## src/shared/ums_pkg.sv

```systemverilog
// Package for the modem status, baud divisor and flow character block.
`default_nettype none
package ums_pkg;
    // ************************************************************
    // Register map
    // ************************************************************
    localparam logic [15:0] UMS_ADDR_MODEM_LINE_STATUS = 16'hffa6;
    localparam logic [15:0] UMS_ADDR_BAUD_DIVISOR_LOW = 16'hffa7;
    localparam logic [15:0] UMS_ADDR_BAUD_DIVISOR_HIGH = 16'hffa8;
    localparam logic [15:0] UMS_ADDR_RESUME_CHAR_MATCH = 16'hffa9;
    localparam logic [15:0] UMS_ADDR_PAUSE_CHAR_MATCH = 16'hffaa;
    localparam logic [15:0] UMS_ADDR_MODEM_LINE_CONTROL = 16'hffb0;
    localparam logic [15:0] UMS_ADDR_IRQ_STATUS = 16'hffb1;
    localparam logic [15:0] UMS_ADDR_IRQ_CLEAR = 16'hffb2;
    localparam logic [15:0] UMS_ADDR_IRQ_ENABLE = 16'hffb3;

    // ************************************************************
    // Reset values and fields
    // ************************************************************
    localparam logic [7:0] UMS_DIV_LOW_RST = 8'h08;
    localparam logic [7:0] UMS_DIV_HIGH_RST = 8'h00;
    localparam logic [7:0] UMS_CHAR_RST = 8'h00;
    localparam logic [7:0] UMS_BYTE_ZERO = 8'h00;
    localparam int UMS_BIT_CTS_CHG = 0;
    localparam int UMS_BIT_DSR_CHG = 1;
    localparam int UMS_BIT_RING_TRAIL = 2;
    localparam int UMS_BIT_CD_CHG = 3;
    localparam int UMS_CTL_DTR = 4;
    localparam int UMS_CTL_RTS = 5;
    localparam int UMS_CTL_RING = 6;
    localparam int UMS_CTL_CD = 7;
    localparam int UMS_CTL_LOOP = 0;
    // Interrupt status bits.
    localparam int UMS_IRQ_MODEM = 0;
    localparam int UMS_IRQ_RESUME = 1;
    localparam int UMS_IRQ_PAUSE = 2;
    localparam int UMS_IRQ_W = 3;

    // ************************************************************
    // Baud clock: 96 MHz / 6.5 = 192 MHz / 13, two clock edges per step.
    // ************************************************************
    localparam int UMS_MASTER_DIV_NUM = 2;
    localparam int UMS_MASTER_DIV_DEN = 13;
    localparam logic [4:0] UMS_FRAC_NUM = 5'(UMS_MASTER_DIV_NUM);
    localparam logic [4:0] UMS_FRAC_DEN = 5'(UMS_MASTER_DIV_DEN);
    localparam int UMS_OVERSAMPLE = 16;
    localparam logic [3:0] UMS_OVS_LAST = 4'(UMS_OVERSAMPLE - 1);
    localparam logic [15:0] UMS_DIV_ONE = 16'h0001;

    typedef struct packed {
        logic [7:0] data;
        logic valid;
    } ums_rx_byte_t;

    typedef struct packed {
        logic cts_n;
        logic dsr_n;
        logic ring_n;
        logic cd_n;
    } ums_modem_in_t;
endpackage : ums_pkg
`default_nettype wire

```

## src/rtl/ums_core.sv

```systemverilog
// Modem status, baud divisor, Xon/Xoff match and interrupt logic.
`timescale 1ns/1ns
`default_nettype none
// Overview of operation
// RULE_01: CTS change sets bit 0, write-1 clears.
// RULE_02: DSR change sets bit 1, write-1 clears.
// RULE_03: Ring rising edge sets bit 2; the code sets it when ring ends (ring_n goes high).
// RULE_04: Carrier change sets bit 3, write-1 clears.
// RULE_05: Loopback bit 4 shows DTR control.
// RULE_06: Loopback bit 5 shows RTS control.
// RULE_07: Loopback bit 6 shows ring control.
// RULE_08: Loopback bit 7 shows carrier control.
// RULE_09: Otherwise bits 7-4 show inverted inputs.
// RULE_10: Divisor 16 bits, resets to 0008h.
// RULE_11: Baud clock is master divided by 6.5.
// RULE_12: Bit time is sixteen times divisor.
// RULE_13: Xon match raises enabled interrupt.
// RULE_14: Xoff match pauses DMA, enabled interrupt.
// RULE_15: Xon transmit sends resume register byte.
// RULE_16: Xoff transmit sends pause register byte.
// RULE_17: Match registers read/write, reset zero.
// RULE_18: Xon match after pause resumes DMA.
// RULE_19: Modem interrupt while change flag set.
module ums_core
    import ums_pkg::*;
(
    input wire logic sys_clk,
    input wire logic master_clk_tick,
    input wire logic reset_n,
    input wire logic [15:0] reg_addr,
    input wire logic [7:0] reg_wdata,
    input wire logic reg_wr,
    input wire logic reg_rd,
    output logic [7:0] reg_rdata,
    input wire ums_modem_in_t modem_in,
    input wire ums_rx_byte_t rx_byte,
    output logic [7:0] resume_char,
    output logic [7:0] pause_char,
    output logic dma_paused,
    output logic baud_x16_tick,
    output logic bit_tick,
    output logic irq
);
    // ************************************************************
    // Input synchronisers
    // ************************************************************
    // Three stages; a change counts once stages two and three agree.
    logic [3:0] s1_r, s2_r, s3_r, stable_r;
    logic [3:0] pin_now;
    logic [3:0] agree;
    assign pin_now = {modem_in.cd_n, modem_in.ring_n, modem_in.dsr_n, modem_in.cts_n};

    genvar g;
    generate
        for (g = 0; g < 4; g++) begin : g_sync
            assign agree[g] = (s2_r[g] == s3_r[g]);
            always_ff @(posedge sys_clk) begin
                if (!reset_n) begin
                    s1_r[g] <= 1'b1;
                    s2_r[g] <= 1'b1;
                    s3_r[g] <= 1'b1;
                    stable_r[g] <= 1'b1;
                end else begin
                    s1_r[g] <= pin_now[g];
                    s2_r[g] <= s1_r[g];
                    s3_r[g] <= s2_r[g];
                    if (agree[g]) begin
                        stable_r[g] <= s3_r[g];
                    end
                end
            end
        end
    endgenerate

    logic [3:0] pin_chg;
    assign pin_chg = agree & (s3_r ^ stable_r);

    // ************************************************************
    // Register decode
    // ************************************************************
    logic hit_status, hit_div_lo, hit_div_hi, hit_xon, hit_xoff, hit_ctl, hit_ist, hit_icl, hit_ien;
    assign hit_status = (reg_addr == UMS_ADDR_MODEM_LINE_STATUS);
    assign hit_div_lo = (reg_addr == UMS_ADDR_BAUD_DIVISOR_LOW);
    assign hit_div_hi = (reg_addr == UMS_ADDR_BAUD_DIVISOR_HIGH);
    assign hit_xon = (reg_addr == UMS_ADDR_RESUME_CHAR_MATCH);
    assign hit_xoff = (reg_addr == UMS_ADDR_PAUSE_CHAR_MATCH);
    assign hit_ctl = (reg_addr == UMS_ADDR_MODEM_LINE_CONTROL);
    assign hit_ist = (reg_addr == UMS_ADDR_IRQ_STATUS);
    assign hit_icl = (reg_addr == UMS_ADDR_IRQ_CLEAR);
    assign hit_ien = (reg_addr == UMS_ADDR_IRQ_ENABLE);

    logic [7:0] div_low_r, div_high_r, xon_r, xoff_r, ctl_r;
    logic [UMS_IRQ_W-1:0] irq_en_r, irq_st_r;
    logic [3:0] chg_r;

    always_ff @(posedge sys_clk) begin
        if (!reset_n) begin
            div_low_r <= UMS_DIV_LOW_RST; // [RULE_10]
            div_high_r <= UMS_DIV_HIGH_RST; // [RULE_10]
            xon_r <= UMS_CHAR_RST; // [RULE_17]
            xoff_r <= UMS_CHAR_RST; // [RULE_17]
            ctl_r <= UMS_BYTE_ZERO;
            irq_en_r <= '0;
        end else if (reg_wr) begin
            if (hit_div_lo) begin
                div_low_r <= reg_wdata;
            end
            if (hit_div_hi) begin
                div_high_r <= reg_wdata;
            end
            if (hit_xon) begin
                xon_r <= reg_wdata; // [RULE_17]
            end
            if (hit_xoff) begin
                xoff_r <= reg_wdata; // [RULE_17]
            end
            if (hit_ctl) begin
                ctl_r <= reg_wdata;
            end
            if (hit_ien) begin
                irq_en_r <= reg_wdata[UMS_IRQ_W-1:0];
            end
        end
    end

    // ************************************************************
    // Modem change flags
    // ************************************************************
    // Set wins over a write-1 clear in the same cycle so no edge is lost.
    logic [3:0] chg_set, chg_clr;
    assign chg_set[UMS_BIT_CTS_CHG] = pin_chg[0]; // [RULE_01]
    assign chg_set[UMS_BIT_DSR_CHG] = pin_chg[1]; // [RULE_02]
    assign chg_set[UMS_BIT_RING_TRAIL] = pin_chg[2] & s3_r[2]; // [RULE_03]
    assign chg_set[UMS_BIT_CD_CHG] = pin_chg[3]; // [RULE_04]
    assign chg_clr = (reg_wr && hit_status) ? reg_wdata[3:0] : 4'h0;

    always_ff @(posedge sys_clk) begin
        if (!reset_n) begin
            chg_r <= 4'h0;
        end else begin
            chg_r <= (chg_r & ~chg_clr) | chg_set; // [RULE_01] [RULE_02] [RULE_03] [RULE_04]
        end
    end

    logic loop_on;
    logic [3:0] level_bits;
    assign loop_on = ctl_r[UMS_CTL_LOOP];
    assign level_bits = loop_on ?
        {ctl_r[UMS_CTL_CD], ctl_r[UMS_CTL_RING], ctl_r[UMS_CTL_RTS], ctl_r[UMS_CTL_DTR]} : // [RULE_05] [RULE_06] [RULE_07] [RULE_08]
        ~stable_r; // [RULE_09]

    logic [7:0] status_val;
    assign status_val = {level_bits, chg_r};

    // ************************************************************
    // Baud generation
    // ************************************************************
    // 96 MHz / 6.5 is done as a fractional accumulator on the master tick.
    logic [4:0] frac_r;
    logic [4:0] frac_sum;
    logic baud_clk_en;
    assign frac_sum = frac_r + UMS_FRAC_NUM;
    assign baud_clk_en = master_clk_tick && (frac_sum >= UMS_FRAC_DEN); // [RULE_11]

    logic [15:0] divisor, div_cnt_r;
    logic [3:0] ovs_r;
    assign divisor = {div_high_r, div_low_r}; // [RULE_10]
    logic div_done;
    assign div_done = baud_clk_en && (div_cnt_r <= UMS_DIV_ONE);

    always_ff @(posedge sys_clk) begin
        if (!reset_n) begin
            frac_r <= 5'h00;
            div_cnt_r <= 16'h0000;
            ovs_r <= 4'h0;
            baud_x16_tick <= 1'b0;
            bit_tick <= 1'b0;
        end else begin
            if (master_clk_tick) begin
                frac_r <= baud_clk_en ? (frac_sum - UMS_FRAC_DEN) : frac_sum; // [RULE_11]
            end
            if (div_done) begin
                div_cnt_r <= divisor; // [RULE_12]
                ovs_r <= ovs_r + 4'h1;
            end else if (baud_clk_en) begin
                div_cnt_r <= div_cnt_r - UMS_DIV_ONE;
            end
            baud_x16_tick <= div_done;
            bit_tick <= div_done && (ovs_r == UMS_OVS_LAST); // [RULE_12]
        end
    end

    // ************************************************************
    // Xon/Xoff matching and interrupts
    // ************************************************************
    logic xon_hit, xoff_hit;
    assign xon_hit = rx_byte.valid && (rx_byte.data == xon_r); // [RULE_13]
    assign xoff_hit = rx_byte.valid && (rx_byte.data == xoff_r); // [RULE_14]
    assign resume_char = xon_r; // [RULE_15]
    assign pause_char = xoff_r; // [RULE_16]

    logic [UMS_IRQ_W-1:0] ev_set, ev_clr;
    assign ev_set[UMS_IRQ_MODEM] = |chg_set;
    assign ev_set[UMS_IRQ_RESUME] = xon_hit;
    assign ev_set[UMS_IRQ_PAUSE] = xoff_hit;
    assign ev_clr = (reg_wr && hit_icl) ? reg_wdata[UMS_IRQ_W-1:0] : '0;

    always_ff @(posedge sys_clk) begin
        if (!reset_n) begin
            dma_paused <= 1'b0;
            irq_st_r <= '0;
        end else begin
            if (xoff_hit) begin
                dma_paused <= 1'b1; // [RULE_14]
            end else if (xon_hit) begin
                dma_paused <= 1'b0; // [RULE_18]
            end
            irq_st_r <= (irq_st_r & ~ev_clr) | ev_set;
        end
    end

    // Modem request is a level from the live change flags, so clearing them drops it.
    logic modem_req;
    assign modem_req = (|chg_r) & irq_en_r[UMS_IRQ_MODEM]; // [RULE_19]
    assign irq = modem_req | (|(irq_st_r & irq_en_r & ~(UMS_IRQ_W'(1) << UMS_IRQ_MODEM))); // [RULE_13] [RULE_14]

    // ************************************************************
    // Read path
    // ************************************************************
    logic [7:0] rd_mux;
    assign rd_mux = hit_status ? status_val :
                    hit_div_lo ? div_low_r :
                    hit_div_hi ? div_high_r :
                    hit_xon ? xon_r :
                    hit_xoff ? xoff_r :
                    hit_ctl ? ctl_r :
                    hit_ist ? {5'h00, irq_st_r} :
                    hit_ien ? {5'h00, irq_en_r} : UMS_BYTE_ZERO;

    always_ff @(posedge sys_clk) begin
        if (!reset_n) begin
            reg_rdata <= UMS_BYTE_ZERO;
        end else begin
            reg_rdata <= reg_rd ? rd_mux : UMS_BYTE_ZERO;
        end
    end
endmodule : ums_core
`default_nettype wire

```

## config.mk

```make
export PLATFORM = sky130hd
export DESIGN_NAME = ums_core
export DESIGN_NICKNAME = d
export VERILOG_FILES = /design/src/shared/ums_pkg.sv /design/src/rtl/ums_core.sv
export SDC_FILE = /design/constraint.sdc
export NUM_CORES = 1
export LEC_CHECK = 0
export BUFFER_PORTS_ARGS = -buffer_cell sky130_fd_sc_hd__buf_2
export CELL_PAD_IN_SITES_DETAIL_PLACEMENT = 1
export CELL_PAD_IN_SITES_GLOBAL_PLACEMENT = 1
export CORE_MARGIN = 10
export CORE_UTILIZATION = 44
export CTS_BUF_LIST = sky130_fd_sc_hd__clkbuf_16
export DETAILED_ROUTE_END_ITERATION = 10
export PLACE_DENSITY_LB_ADDON = 0.2
export SLEW_MARGIN = 20
export SYNTH_ARGS = -nofsm -noshare
export SYNTH_HDL_FRONTEND = slang
export SYNTH_SLANG_ARGS = --single-unit
export TNS_END_PERCENT = 20
```

## constraint.sdc

```tcl
create_clock -name sys_clk -period 2.7 [get_ports sys_clk]
set_clock_uncertainty 0.05 [all_clocks]
set_input_delay 0.405 -clock sys_clk [delete_from_list [all_inputs] [get_ports sys_clk]]
set_output_delay 0.405 -clock sys_clk [all_outputs]
set_load 0.02 [all_outputs]
```

Yosys cells after proc, flatten, opt, wreduce, memory -nomap -nowiden --
Index checks and enable logic that the tools add are counted.
Word-level totals: word-level logic and storage cells 101, output and inout bits 28, input bits 42, register bits 102
Operators by class: reduce and logical (&&, ||, !) cells 19, multiplexer cells 16, eq/ne operators 16, $add $sub $neg 4, magnitude comparators 2, bitwise gates (word level) 13
Operators with widths (count):
- equality test 16 bit, second input constant | 9
- two-way mux 8 bit | 6
- two-way mux 16 bit | 2
- equality test 8 bit | 2
- <= comparator 16 x 1 -> 1 bit, second input constant | 1
- subtractor 16 x 1 -> 16 bit, second input constant | 1
- AND reduction 2 bit | 7
- two-way mux 3 bit | 3
- AND 4 bit | 2
- two-way mux 4 bit | 2
- NOT 4 bit | 2
- OR reduction 4 bit | 2
- logical AND 1 bit | 7
- AND 3 bit | 2
- adder 5 x 2 -> 5 bit, second input constant | 1
- >= comparator 5 x 4 -> 1 bit, second input constant | 1
- two-way mux 5 bit | 1
- subtractor 5 x 4 -> 5 bit, second input constant | 1
- adder 4 x 1 -> 4 bit, second input constant | 1
- equality test 1 bit | 4
- equality test 4 bit, second input constant | 1
- OR 4 bit | 1
- nonzero test 2 bit | 2
- bitwise XOR 4 bit | 1
- other kinds (6) | 8

Depth between registers and ports, before layout --
Gate-level depths: netlist (run 1).
depth in word-level cells 9, depth in mapped cells 8, gate-level depth less buffers 7

Least setup slack after synthesis (run 1) --
OpenSTA, ideal clock, no wires.
path type reg2reg, start point register frac_r[1], end point register div_cnt_r[14], period minus slack after synthesis 2.172 ns, setup time 0.119 ns, setup slack 0.528 ns, path buffers 1, data arrival time 2.004 ns, cell stages (with the launch flop) 9, data required time 2.531 ns, cell sequence dfxtp_1 > inv_1 > ha_1 > a21oi_1 > a21oi_1 > o21ai_1 > clkbuf_1 > a21oi_1 > o221a_2
Between the ends: word-level cells in the longest chain between the ends 5, elaborated cells between the ends (all ways) 6, those cells by class add/sub (1); order compare (1); mux (1); reduce/logical (3)
Ends and longest elaborated chain:
- start: declaration | line ums_core.sv:159 | logic [4:0] frac_r;
- start signal: assignment | line ums_core.sv:180 | frac_r <= baud_clk_en ? (frac_sum - UMS_FRAC_DEN) : frac_sum;
- adder 5 x 2 -> 5 bit * | line ums_core.sv:162 | assign frac_sum = frac_r + UMS_FRAC_NUM;
- >= comparator 5 x 4 -> 1 bit * | line ums_core.sv:163 | assign baud_clk_en = master_clk_tick && (frac_sum >= UMS_FRAC_DEN);
- logical AND 1 bit * | line ums_core.sv:163
- logical AND 1 bit | line ums_core.sv:169 | assign div_done = baud_clk_en && (div_cnt_r <= UMS_DIV_ONE);
- two-way mux 16 bit / nonzero test 2 bit (equally long branches)
- end signal: assignment | line ums_core.sv:183 | div_cnt_r <= divisor;
- end signal: assignment | line ums_core.sv:186 | div_cnt_r <= div_cnt_r - UMS_DIV_ONE;
- end: declaration | line ums_core.sv:165 | logic [15:0] divisor, div_cnt_r;
Every way passes the cells marked *; elsewhere a longest branch is shown, timed or not. A chain may end at the register's enable or synchronous reset.

Final worst setup path (run 1) --
start point register frac_r[1], end point register ovs_r[3]
Between the ends: word-level cells in the longest chain between the ends 4
Ends and longest elaborated chain:
- adder 5 x 2 -> 5 bit | line ums_core.sv:162
- >= comparator 5 x 4 -> 1 bit | line ums_core.sv:163
- logical AND 1 bit | line ums_core.sv:163
- logical AND 1 bit | line ums_core.sv:169
- end signal: assignment | line ums_core.sv:184 | ovs_r <= ovs_r + 4'h1;
- end: declaration | line ums_core.sv:166 | logic [3:0] ovs_r;
Every way passes these cells.

==> implementation parameters, run 1 <==
Parameter                              Value

Floorplanning
  Vertical die dimension ... 127 um
  Ports placed on the boundary ... 70
  Initial Utilization ... 0.446
  Standard cell core area ... 0.0113 mm^2
  Site Rows ... 39
  Die footprint ... 0.0162 mm^2
  Die W ... 127 um

Logic synthesis
  Number of nets in the synthesized netlist ... 621
  Mean cell area of the mapped netlist ... 8.85 um^2
  Number of warnings reported in the yosys synthesis log ... 0
  #FFs+latches synth ... 102
  Yosys top cell area share ... 0.404
  Cell with the most instances after synthesis ... sky130_fd_sc_hd__dfxtp_1
  Synth top cells by count ... sky130_fd_sc_hd__dfxtp_1, sky130_fd_sc_hd__nor2_1, sky130_fd_sc_hd__mux2i_1, sky130_fd_sc_hd__a21oi_1, sky130_fd_sc_hd__nand2_1
  Post-synth EDFFs ... 0
  Top area cells in the synthesized netlist ... sky130_fd_sc_hd__dfxtp_1, sky130_fd_sc_hd__mux2i_1, sky130_fd_sc_hd__nor2_1
  Netlist area before placement ... 0.00505 mm^2
  Largest area contributor in the synthesized netlist ... sky130_fd_sc_hd__dfxtp_1
  Share of the yosys chip area belonging to registers ... 0.404
  Most used DFF post-synth ... sky130_fd_sc_hd__dfxtp_1
  Proportion of register bits with asynchronous set or reset after synthesis ... 0
  Syn Inst Count ... 571
  Cell variety after synth ... 64

Drt
  First-pass DRT Iterations ... 4
  Via count ... 4554
  Final ANT Viol Nets ... 0
  Number of design rule violations left after detail routing ... 0
  Total routed wirelength ... 15200 um
  Routed wire length per instance ... 19.4 um
  Via-to-Cell Ratio ... 5.79
  Count of routing violations after the opening detailed-route iteration ... 398

Global route
  Initial antenna violation count ... 0
  Met2 track demand over resource in global routing ... 0.329
  Largest net degree at the start of global routing ... 41
  Overflow left after global routing ... 0
  GR peak layer ... met2
  Met3 usage in global routing ... 0.0558
  All-layer global routing usage ... 0.188
  Met1 usage ... 0.222
  Wire length of the first global-routing pass ... 25100 um
  Number of global-route vias before repair ... 4925

Timing
  Final TNS setup ... 0 ns
  Unrepaired setup endpoints after global routing ... false
  Post-route worst setup slack ... 0.288 ns
  Final worst path period need ... 2.41 ns
  Worst-margin pin slew ... 0.661 ns
  Pins over their slew limit ... 0
  Slew headroom ... 0.558
  # setup viols final ... 0
  Final period util ... 0.893
  Final hold viol count ... 0
  Achievable frequency ... 0.415 GHz

Critical path
  CP Capture Type ... register
  Maximum fanout encountered on the critical timing path ... 27
  Required time of the worst setup path ... 2.93 ns
  Worst path cell trace ... inv_1 > ha_1 > nand2b_1 > a21oi_1 > o21ai_1 > buf_12 > or4_1 > a21oi_1
  CP bufs+invs ... 2
  Crit-path most repeated cell ... sky130_fd_sc_hd__a21oi_1
  Maximum cell stage delay along the critical path ... 0.50 ns
  Critical Path Source Type ... register
  Startpoint-to-endpoint class of the critical path ... reg2reg
  CP top delay family ... simple AND/OR/NAND/NOR gates
  Data arrival, critical path ... 2.64 ns
  CP max stage cell ... sky130_fd_sc_hd__or4_1

Clock tree
  Buffer levels on the longest clock path ... 2
  CTS-repair resized insts ... 0
  Clock-pin slew on the worst setup and hold paths ... 0.07 ns
  Clock net sink count ... 102
  Clock Root Buffer ... sky130_fd_sc_hd__clkbuf_16
  CTS tree ... built
  Clock buffers created by TritonCTS ... 9
  CTS Hold Bufs ... 0
  Number of H-tree branching levels ... 3
  # Post-CTS Setup Buffers ... 0
  Worst-skew pair later-pin latency ... 0.35 ns

Placed design
  Estimated wirelength of the detail-placed design ... 11500 um
  Routability Congestion ... 0.841
  Port Buf Inserts ... 69
  Post-placement setup slack ... 0.280 ns

Final layout
  # fillers ... 1364
  Final #Nets ... 688
  Share of post-route cells with drive strength above 1 ... 0.180
  Register area ... 0.00204 mm^2
  Multi-input combinational cell area ... 0.00282 mm^2
  Growth of design area from synthesis to finish ... 16.4%
  Diode count ... 0

Hold path
  Type of the most critical hold path ... in2reg

Status
  Status ... finished, final reports clean

Pwr
  Leakage Power ... 0.00257 uW
  Power per cell area ... 510 mW/mm^2
  Largest vdd supply drop ... 0.455 mV

Job
  Maxcap violations ... 0
## cell type report
type / count / share of cell area
clock buffer: 9 / 0.0383
clock inverter: 7 / 0.0106
inverter: 21 / 0.0134
multi-input combinational: 420 / 0.480
sequential: 102 / 0.347
tap: 143 / 0.0304
timing repair buffer: 84 / 0.0800
## metal layers
| layer | vias up | wire, um |
|---|---|---|
| li1 | 2208 | - |
| met1 | 2232 | 6630 |
| met2 | 104 | 7620 |
| met3 | 10 | 808 |
| met4 | 0 | 172 |
| met5 | - | 0 |
## layout by cell type (no fill, tap or decap), types with 3 or more instances in the layout
cell	instances
sky130_fd_sc_hd__nand3b_1	3
sky130_fd_sc_hd__or4_1	4
sky130_fd_sc_hd__o221a_2	5
sky130_fd_sc_hd__inv_1	21
sky130_fd_sc_hd__clkbuf_16	9
sky130_fd_sc_hd__a211oi_1	5
sky130_fd_sc_hd__a21oi_1	33
sky130_fd_sc_hd__nor2b_1	9
sky130_fd_sc_hd__ha_1	8
sky130_fd_sc_hd__o21ai_0	20
sky130_fd_sc_hd__inv_8	3
sky130_fd_sc_hd__a32oi_1	3
sky130_fd_sc_hd__nand4_1	11
sky130_fd_sc_hd__a21boi_0	5
sky130_fd_sc_hd__nand3_1	22
sky130_fd_sc_hd__dfxtp_1	102
sky130_fd_sc_hd__o21a_1	6
sky130_fd_sc_hd__o22ai_1	8
sky130_fd_sc_hd__nor2_1	66
sky130_fd_sc_hd__o2bb2ai_1	9
sky130_fd_sc_hd__nor4_1	3
sky130_fd_sc_hd__xnor2_1	12
sky130_fd_sc_hd__buf_2	69
sky130_fd_sc_hd__mux2i_1	55
sky130_fd_sc_hd__nand2_1	27
sky130_fd_sc_hd__xor2_1	8
sky130_fd_sc_hd__nand2b_1	21
sky130_fd_sc_hd__and4_1	3
sky130_fd_sc_hd__o211ai_1	3
sky130_fd_sc_hd__o31ai_1	4
sky130_fd_sc_hd__a22oi_1	3
sky130_fd_sc_hd__nor3_1	16
sky130_fd_sc_hd__buf_4	14
sky130_fd_sc_hd__or3_1	4
## registers in the layout (all words and copies together) (netlist names)
| name | flops |
|---|---|
| chg_r | 4 |
| pause_char | 8 |
| resume_char | 8 |
| baud_x16_tick | 1 |
| bit_tick | 1 |
| s2_r | 4 |
| frac_r | 5 |
| irq_st_r | 3 |
| s1_r | 4 |
| stable_r | 4 |
| div_high_r | 8 |
| reg_rdata | 8 |
| ctl_r | 8 |
| ovs_r | 4 |
| div_low_r | 8 |
| irq_en_r | 3 |
| dma_paused | 1 |
| s3_r | 4 |
| div_cnt_r | 16 |
## metrics by stage
step	power (uW)	area, um^2	cells	hold WS (ns)	utilization
global route	3110	5880	786	0.172	0.520
finish	3000	5880	786	0.182	0.520
global placement	1750	5590	770	0.338	0.494
detailed placement	1750	5590	770	0.351	0.494
CTS	3030	5880	786	0.171	0.520
floorplan	1670	5050	571	0.336	-
## path summary, 6_finish.rpt
kind | from | end | slack (ns) | depth (start not counted)
max | frac_r[1] | ovs_r[3] | 0.29 | 8
min reg2reg | s1_r[2] | s2_r[2] | 0.36 | 1
max reg2reg | frac_r[1] | ovs_r[3] | 0.29 | 8
min | modem_in[2] | s1_r[1] | 0.18 | 2
## logic make-up (layout without fill, tap and decap cells)
kind of cell	Yosys count	in the layout	share of synthesized area
muxes	56	56	0.111
and+or+nand+nor	202	202	0.207
adders and majority gates	8	8	0.0198
xor gates and xnor gates	20	20	0.0347
buffers and inverters	49	121	0.0369
DFF	102	102	0.404
AOI/OAI and AO/OA	134	134	0.187
## worst register-to-register path, cell delays in order (launching register included)
cell	delay [ns]
sky130_fd_sc_hd__dfxtp_1	0.45
sky130_fd_sc_hd__inv_1	0.09
sky130_fd_sc_hd__ha_1	0.34
sky130_fd_sc_hd__nand2b_1	0.17
sky130_fd_sc_hd__a21oi_1	0.27
sky130_fd_sc_hd__o21ai_1	0.14
sky130_fd_sc_hd__buf_12	0.18
sky130_fd_sc_hd__or4_1	0.51
sky130_fd_sc_hd__a21oi_1	0.14
## power breakdown
group	internal (uW)	switching [uW]
registers	1510	10.1
logic	72.1	122
clock network	647	631
Note: power is estimated with default switching activity, not from simulation.
==> inputs of run 2 (changes only) <==
--- a/config.mk
+++ b/config.mk
@@ -9,8 +9,8 @@
 export CELL_PAD_IN_SITES_DETAIL_PLACEMENT = 1
 export CELL_PAD_IN_SITES_GLOBAL_PLACEMENT = 1
 export CORE_MARGIN = 10
-export CORE_UTILIZATION = 44
-export CTS_BUF_LIST = sky130_fd_sc_hd__clkbuf_16
+export CORE_UTILIZATION = 45
+export CTS_BUF_LIST = sky130_fd_sc_hd__clkbuf_8
 export DETAILED_ROUTE_END_ITERATION = 10
 export PLACE_DENSITY_LB_ADDON = 0.2
 export SLEW_MARGIN = 20
==> implementation parameters, run 2 (synthesized netlist as in run 1, its figures left out) <==
Parameter                              Value

Status
  Status ... finished, final reports clean

Floorplanning
  Initial Utilization ... 0.462
  Site Rows ... 38
  Die footprint ... 0.0159 mm^2
  Vertical die dimension ... 126 um
  Ports placed on the boundary ... 70
  Standard cell core area ... 0.0109 mm^2
  Die W ... 126 um

Drt
  Total routed wirelength ... 15500 um
  Final ANT Viol Nets ... 0
  Count of routing violations after the opening detailed-route iteration ... 372
  Routed wire length per instance ... 19.8 um
  Via count ... 4588
  First-pass DRT Iterations ... 4
  Number of design rule violations left after detail routing ... 0
  Via-to-Cell Ratio ... 5.86

Clock tree
  Clock Root Buffer ... sky130_fd_sc_hd__clkbuf_8
  CTS-repair resized insts ... 0
  Clock net sink count ... 102
  Clock buffers created by TritonCTS ... 9
  # Post-CTS Setup Buffers ... 0
  CTS Hold Bufs ... 0
  CTS tree ... built
  Clock-pin slew on the worst setup and hold paths ... 0.10 ns
  Buffer levels on the longest clock path ... 2
  Worst-skew pair later-pin latency ... 0.38 ns
  Number of H-tree branching levels ... 3

Final layout
  Non-Filler Instances ... 783
  Most flops, register ... div_cnt_r
  Final #Nets ... 688
  Most common cell after layout, fill and taps aside ... sky130_fd_sc_hd__dfxtp_1
  Flip-flop count of the largest register after layout ... 16
  Share of post-route cells with drive strength above 1 ... 0.180
  Most frequent cells in the layout ... sky130_fd_sc_hd__dfxtp_1, sky130_fd_sc_hd__buf_2, sky130_fd_sc_hd__nor2_1
  Growth of design area from synthesis to finish ... 14.9%
  Diode count ... 0

Critical path
  CP Capture Type ... register
  Startpoint-to-endpoint class of the critical path ... reg2reg
  Data arrival, critical path ... 2.69 ns
  Critical Path Source Type ... register
  Maximum fanout encountered on the critical timing path ... 15
  Required time of the worst setup path ... 2.96 ns

Hold path
  Type of the most critical hold path ... in2reg

Placed design
  Routability Congestion ... 0.832
  Number of cells after detailed placement ... 767
  Port Buf Inserts ... 69
  Estimated wirelength of the detail-placed design ... 11600 um

Pwr
  Part of the power in registers ... 0.537
  Cell-internal power ... 2120 uW
  Power per cell area ... 489 mW/mm^2
  Power consumption ... 2840 uW
  Sw Share ... 0.253
  Net load switching power ... 717 uW
  Part of the power in combinational logic ... 0.069
  Clock power frac ... 0.394
  Leakage Power ... 0.00255 uW
  Largest vdd supply drop ... 0.389 mV

Timing
  Final TNS setup ... 0 ns
  # setup viols final ... 0
  Pins over their slew limit ... 0
  Worst-margin pin slew ... 0.716 ns
  Final hold viol count ... 0
  Final period util ... 0.903
  Final worst path period need ... 2.44 ns
  Slew headroom ... 0.521
  Unrepaired setup endpoints after global routing ... false
  Achievable frequency ... 0.410 GHz

Global route
  Wire length of the first global-routing pass ... 25300 um
  All-layer global routing usage ... 0.192
  Overflow left after global routing ... 0
  Largest net degree at the start of global routing ... 40
  Number of global-route vias before repair ... 4805
  Initial antenna violation count ... 0

Job
  Maxcap violations ... 0
run 2: area by class of cell:
class | instances | area (um^2)
fill | 1309 | 5130
clock buffer | 9 | 124
tap | 140 | 175
multi-input combinational | 420 | 2820
timing repair buffer | 84 | 458
sequential | 102 | 2040
inverter | 21 | 78.8
clock inverter | 7 | 103
run 2: path summary, 6_finish.rpt:
| check | startpoint | slack, ns | to | cells past startpoint |
|---|---|---|---|---|
| min | modem_in[2] | 0.15 | s1_r[1] | 2 |
| min reg2reg | s1_r[1] | 0.37 | s2_r[1] | 1 |
| max reg2reg | frac_r[1] | 0.26 | ovs_r[3] | 8 |
| max | frac_r[1] | 0.26 | ovs_r[3] | 8 |
run 2: layer usage:
layer	GRT usage	share of wire	wire (um)	vias to the layer above
met5	0	0	0	-
met4	0.0469	0.011	174	0
met3	0.0516	0.053	820	17
met2	0.326	0.50	7750	110
met1	0.235	0.44	6780	2247
li1	-	-	-	2214
run 2: power groups by stage:
stage / Clock [uW] / Combinational (uW) / Sequential (uW)
2_1_floorplan: 0 / 109 / 1560
3_3_place_gp: 0 / 186 / 1560
3_5_place_dp: 0 / 193 / 1560
4_1_cts: 1150 / 194 / 1530
5_1_grt: 1200 / 215 / 1530
6_report: 1120 / 195 / 1530
run 2: stage by stage:
step	hold WS [ns]	cell area [um^2]	worst slack (ns)	util
floorplan	0.336	5050	0.528	-
global placement	0.339	5580	0.437	0.510
detailed placement	0.348	5580	0.254	0.510
CTS	0.126	5800	0.231	0.531
global route	0.123	5800	0.0830	0.531
finish	0.146	5800	0.262	0.531
run 2: worst max-delay path, cell delays in order, from the launching register on:
cell and delay, ns:
sky130_fd_sc_hd__dfxtp_1 0.46, sky130_fd_sc_hd__inv_1 0.10, sky130_fd_sc_hd__ha_1 0.34, sky130_fd_sc_hd__nand2b_1 0.18
sky130_fd_sc_hd__a21oi_1 0.25, sky130_fd_sc_hd__o21ai_1 0.09, sky130_fd_sc_hd__buf_4 0.20, sky130_fd_sc_hd__or4_1 0.53
sky130_fd_sc_hd__a21oi_1 0.17
==> inputs of run 3 (changes only) <==
--- a/config.mk
+++ b/config.mk
@@ -6,10 +6,11 @@
 export NUM_CORES = 1
 export LEC_CHECK = 0
 export BUFFER_PORTS_ARGS = -buffer_cell sky130_fd_sc_hd__buf_2
+export CAP_MARGIN = 20
 export CELL_PAD_IN_SITES_DETAIL_PLACEMENT = 1
 export CELL_PAD_IN_SITES_GLOBAL_PLACEMENT = 1
 export CORE_MARGIN = 10
-export CORE_UTILIZATION = 45
+export CORE_UTILIZATION = 34
 export CTS_BUF_LIST = sky130_fd_sc_hd__clkbuf_8
 export DETAILED_ROUTE_END_ITERATION = 10
 export PLACE_DENSITY_LB_ADDON = 0.2
==> constraint.sdc (replaced) <==
create_clock -name sys_clk -period 2.55 [get_ports sys_clk]
set_clock_uncertainty 0.05 [all_clocks]
set_input_delay 0.3825 -clock sys_clk [delete_from_list [all_inputs] [get_ports sys_clk]]
set_output_delay 0.3825 -clock sys_clk [all_outputs]
set_load 0.02 [all_outputs]
==> implementation parameters, run 3 (synthesized netlist as in run 1, its figures left out) <==
Parameter                              Value

Status
  Status ... finished, final reports clean

Timing
  Slew headroom ... 0.635
  Unrepaired setup endpoints after global routing ... false
  Final period util ... 0.884
  Final TNS setup ... 0 ns
  Pins over their slew limit ... 0
  Achievable frequency ... 0.444 GHz
  Final hold viol count ... 0
  Worst-margin pin slew ... 0.543 ns
  Final worst path period need ... 2.25 ns
  # setup viols final ... 0

Floorplanning
  Die footprint ... 0.0201 mm^2
  Site Rows ... 44
  Die W ... 142 um
  Initial Utilization ... 0.348
  Vertical die dimension ... 142 um
  Ports placed on the boundary ... 70
  Standard cell core area ... 0.0145 mm^2

Critical path
  Critical Path Source Type ... register
  Crit-path most repeated cell ... sky130_fd_sc_hd__a21oi_1
  CP max stage cell ... sky130_fd_sc_hd__or4_1
  CP bufs+invs ... 2
  Maximum fanout encountered on the critical timing path ... 27
  Startpoint-to-endpoint class of the critical path ... reg2reg
  Worst path cell trace ... inv_1 > ha_1 > nand2b_1 > a21oi_1 > o21ai_1 > buf_12 > or4_1 > a21oi_1
  Data arrival, critical path ... 2.52 ns
  CP top delay family ... simple AND/OR/NAND/NOR gates
  Maximum cell stage delay along the critical path ... 0.50 ns
  Required time of the worst setup path ... 2.82 ns
  CP Capture Type ... register

Global route
  Overflow left after global routing ... 0
  Number of global-route vias before repair ... 4796
  All-layer global routing usage ... 0.154
  Initial antenna violation count ... 0
  Wire length of the first global-routing pass ... 25200 um
  Largest net degree at the start of global routing ... 60

Clock tree
  # Post-CTS Setup Buffers ... 0
  CTS Hold Bufs ... 0
  CTS-repair resized insts ... 0
  Number of H-tree branching levels ... 3
  Clock net sink count ... 102
  Clock Root Buffer ... sky130_fd_sc_hd__clkbuf_8
  Clock buffers created by TritonCTS ... 9
  Buffer levels on the longest clock path ... 2
  Clock-pin slew on the worst setup and hold paths ... 0.10 ns
  CTS tree ... built
  Worst-skew pair later-pin latency ... 0.39 ns

Drt
  Count of routing violations after the opening detailed-route iteration ... 273
  Total routed wirelength ... 15400 um
  Final ANT Viol Nets ... 0
  Number of design rule violations left after detail routing ... 0
  First-pass DRT Iterations ... 5
  Via count ... 4506
  Via-to-Cell Ratio ... 5.44
  Routed wire length per instance ... 18.6 um

Placed design
  Routability Congestion ... 0.838
  Estimated wirelength of the detail-placed design ... 11600 um
  Number of cells after detailed placement ... 814
  Port Buf Inserts ... 69

Pwr
  Sw Share ... 0.259
  Clock power frac ... 0.344
  Cell-internal power ... 2060 uW
  Largest vdd supply drop ... 0.232 mV
  Part of the power in combinational logic ... 0.076
  Net load switching power ... 720 uW
  Power consumption ... 2780 uW
  Power per cell area ... 475 mW/mm^2
  Part of the power in registers ... 0.580
  Leakage Power ... 0.00253 uW

Final layout
  Most common cell after layout, fill and taps aside ... sky130_fd_sc_hd__dfxtp_1
  Growth of design area from synthesis to finish ... 15.8%
  Final #Nets ... 691
  Flip-flop count of the largest register after layout ... 16
  Non-Filler Instances ... 829
  # fillers ... 1764
  Share of post-route cells with drive strength above 1 ... 0.181
  Most flops, register ... div_cnt_r
  Diode count ... 0
  Most frequent cells in the layout ... sky130_fd_sc_hd__dfxtp_1, sky130_fd_sc_hd__buf_2, sky130_fd_sc_hd__nor2_1

Job
  Maxcap violations ... 0

Hold path
  Type of the most critical hold path ... in2reg
-- run 3: power by group through the flow --
stage | registers (uW) | clock network, uW | logic [uW]
6_report | 1610 | 957 | 211
5_1_grt | 1620 | 1060 | 233
4_1_cts | 1610 | 998 | 214
3_5_place_dp | 1650 | 0 | 213
3_3_place_gp | 1650 | 0 | 205
2_1_floorplan | 1650 | 0 | 115
-- run 3: worst paths after layout --
kind	start	end	slack, ns	depth (start not counted)
min	modem_in[0]	s1_r[3]	0.13	2
max reg2reg	frac_r[1]	ovs_r[3]	0.30	8
min reg2reg	s1_r[0]	s2_r[0]	0.37	1
max	frac_r[1]	ovs_r[3]	0.30	8
-- run 3: final cells by class --
class                           instances  area (um^2)  share of cell area
Multi-Input combinational cell        420         2820               0.482
Tap cell                              184          230              0.0393
Clock buffer                           10          138              0.0235
Timing Repair Buffer                   87          505              0.0864
Inverter                               21         78.8              0.0135
Sequential cell                       102         2040               0.349
Clock inverter                          5         35.0             0.00599
-- run 3: metrics by stage --
step | setup WS, ns | hold slack, ns | area, um^2 | util
4_1_cts | 0.270 | 0.104 | 5850 | 0.403
2_1_floorplan | 0.378 | 0.336 | 5050 | -
3_3_place_gp | 0.381 | 0.348 | 5680 | 0.391
6_report | 0.297 | 0.127 | 5850 | 0.403
5_1_grt | 0.0997 | 0.0948 | 5850 | 0.403
3_5_place_dp | 0.290 | 0.352 | 5680 | 0.391
-- run 3: routing by layer --
metal / routed length (um) / global-route usage / share of wire / vias up
met5: 0 / 0 / 0 / -
met4: 131 / 0.0371 / 0.0085 / 0
met3: 573 / 0.0404 / 0.037 / 11
met2: 7620 / 0.256 / 0.49 / 74
met1: 7070 / 0.195 / 0.46 / 2199
li1: - / - / - / 2222
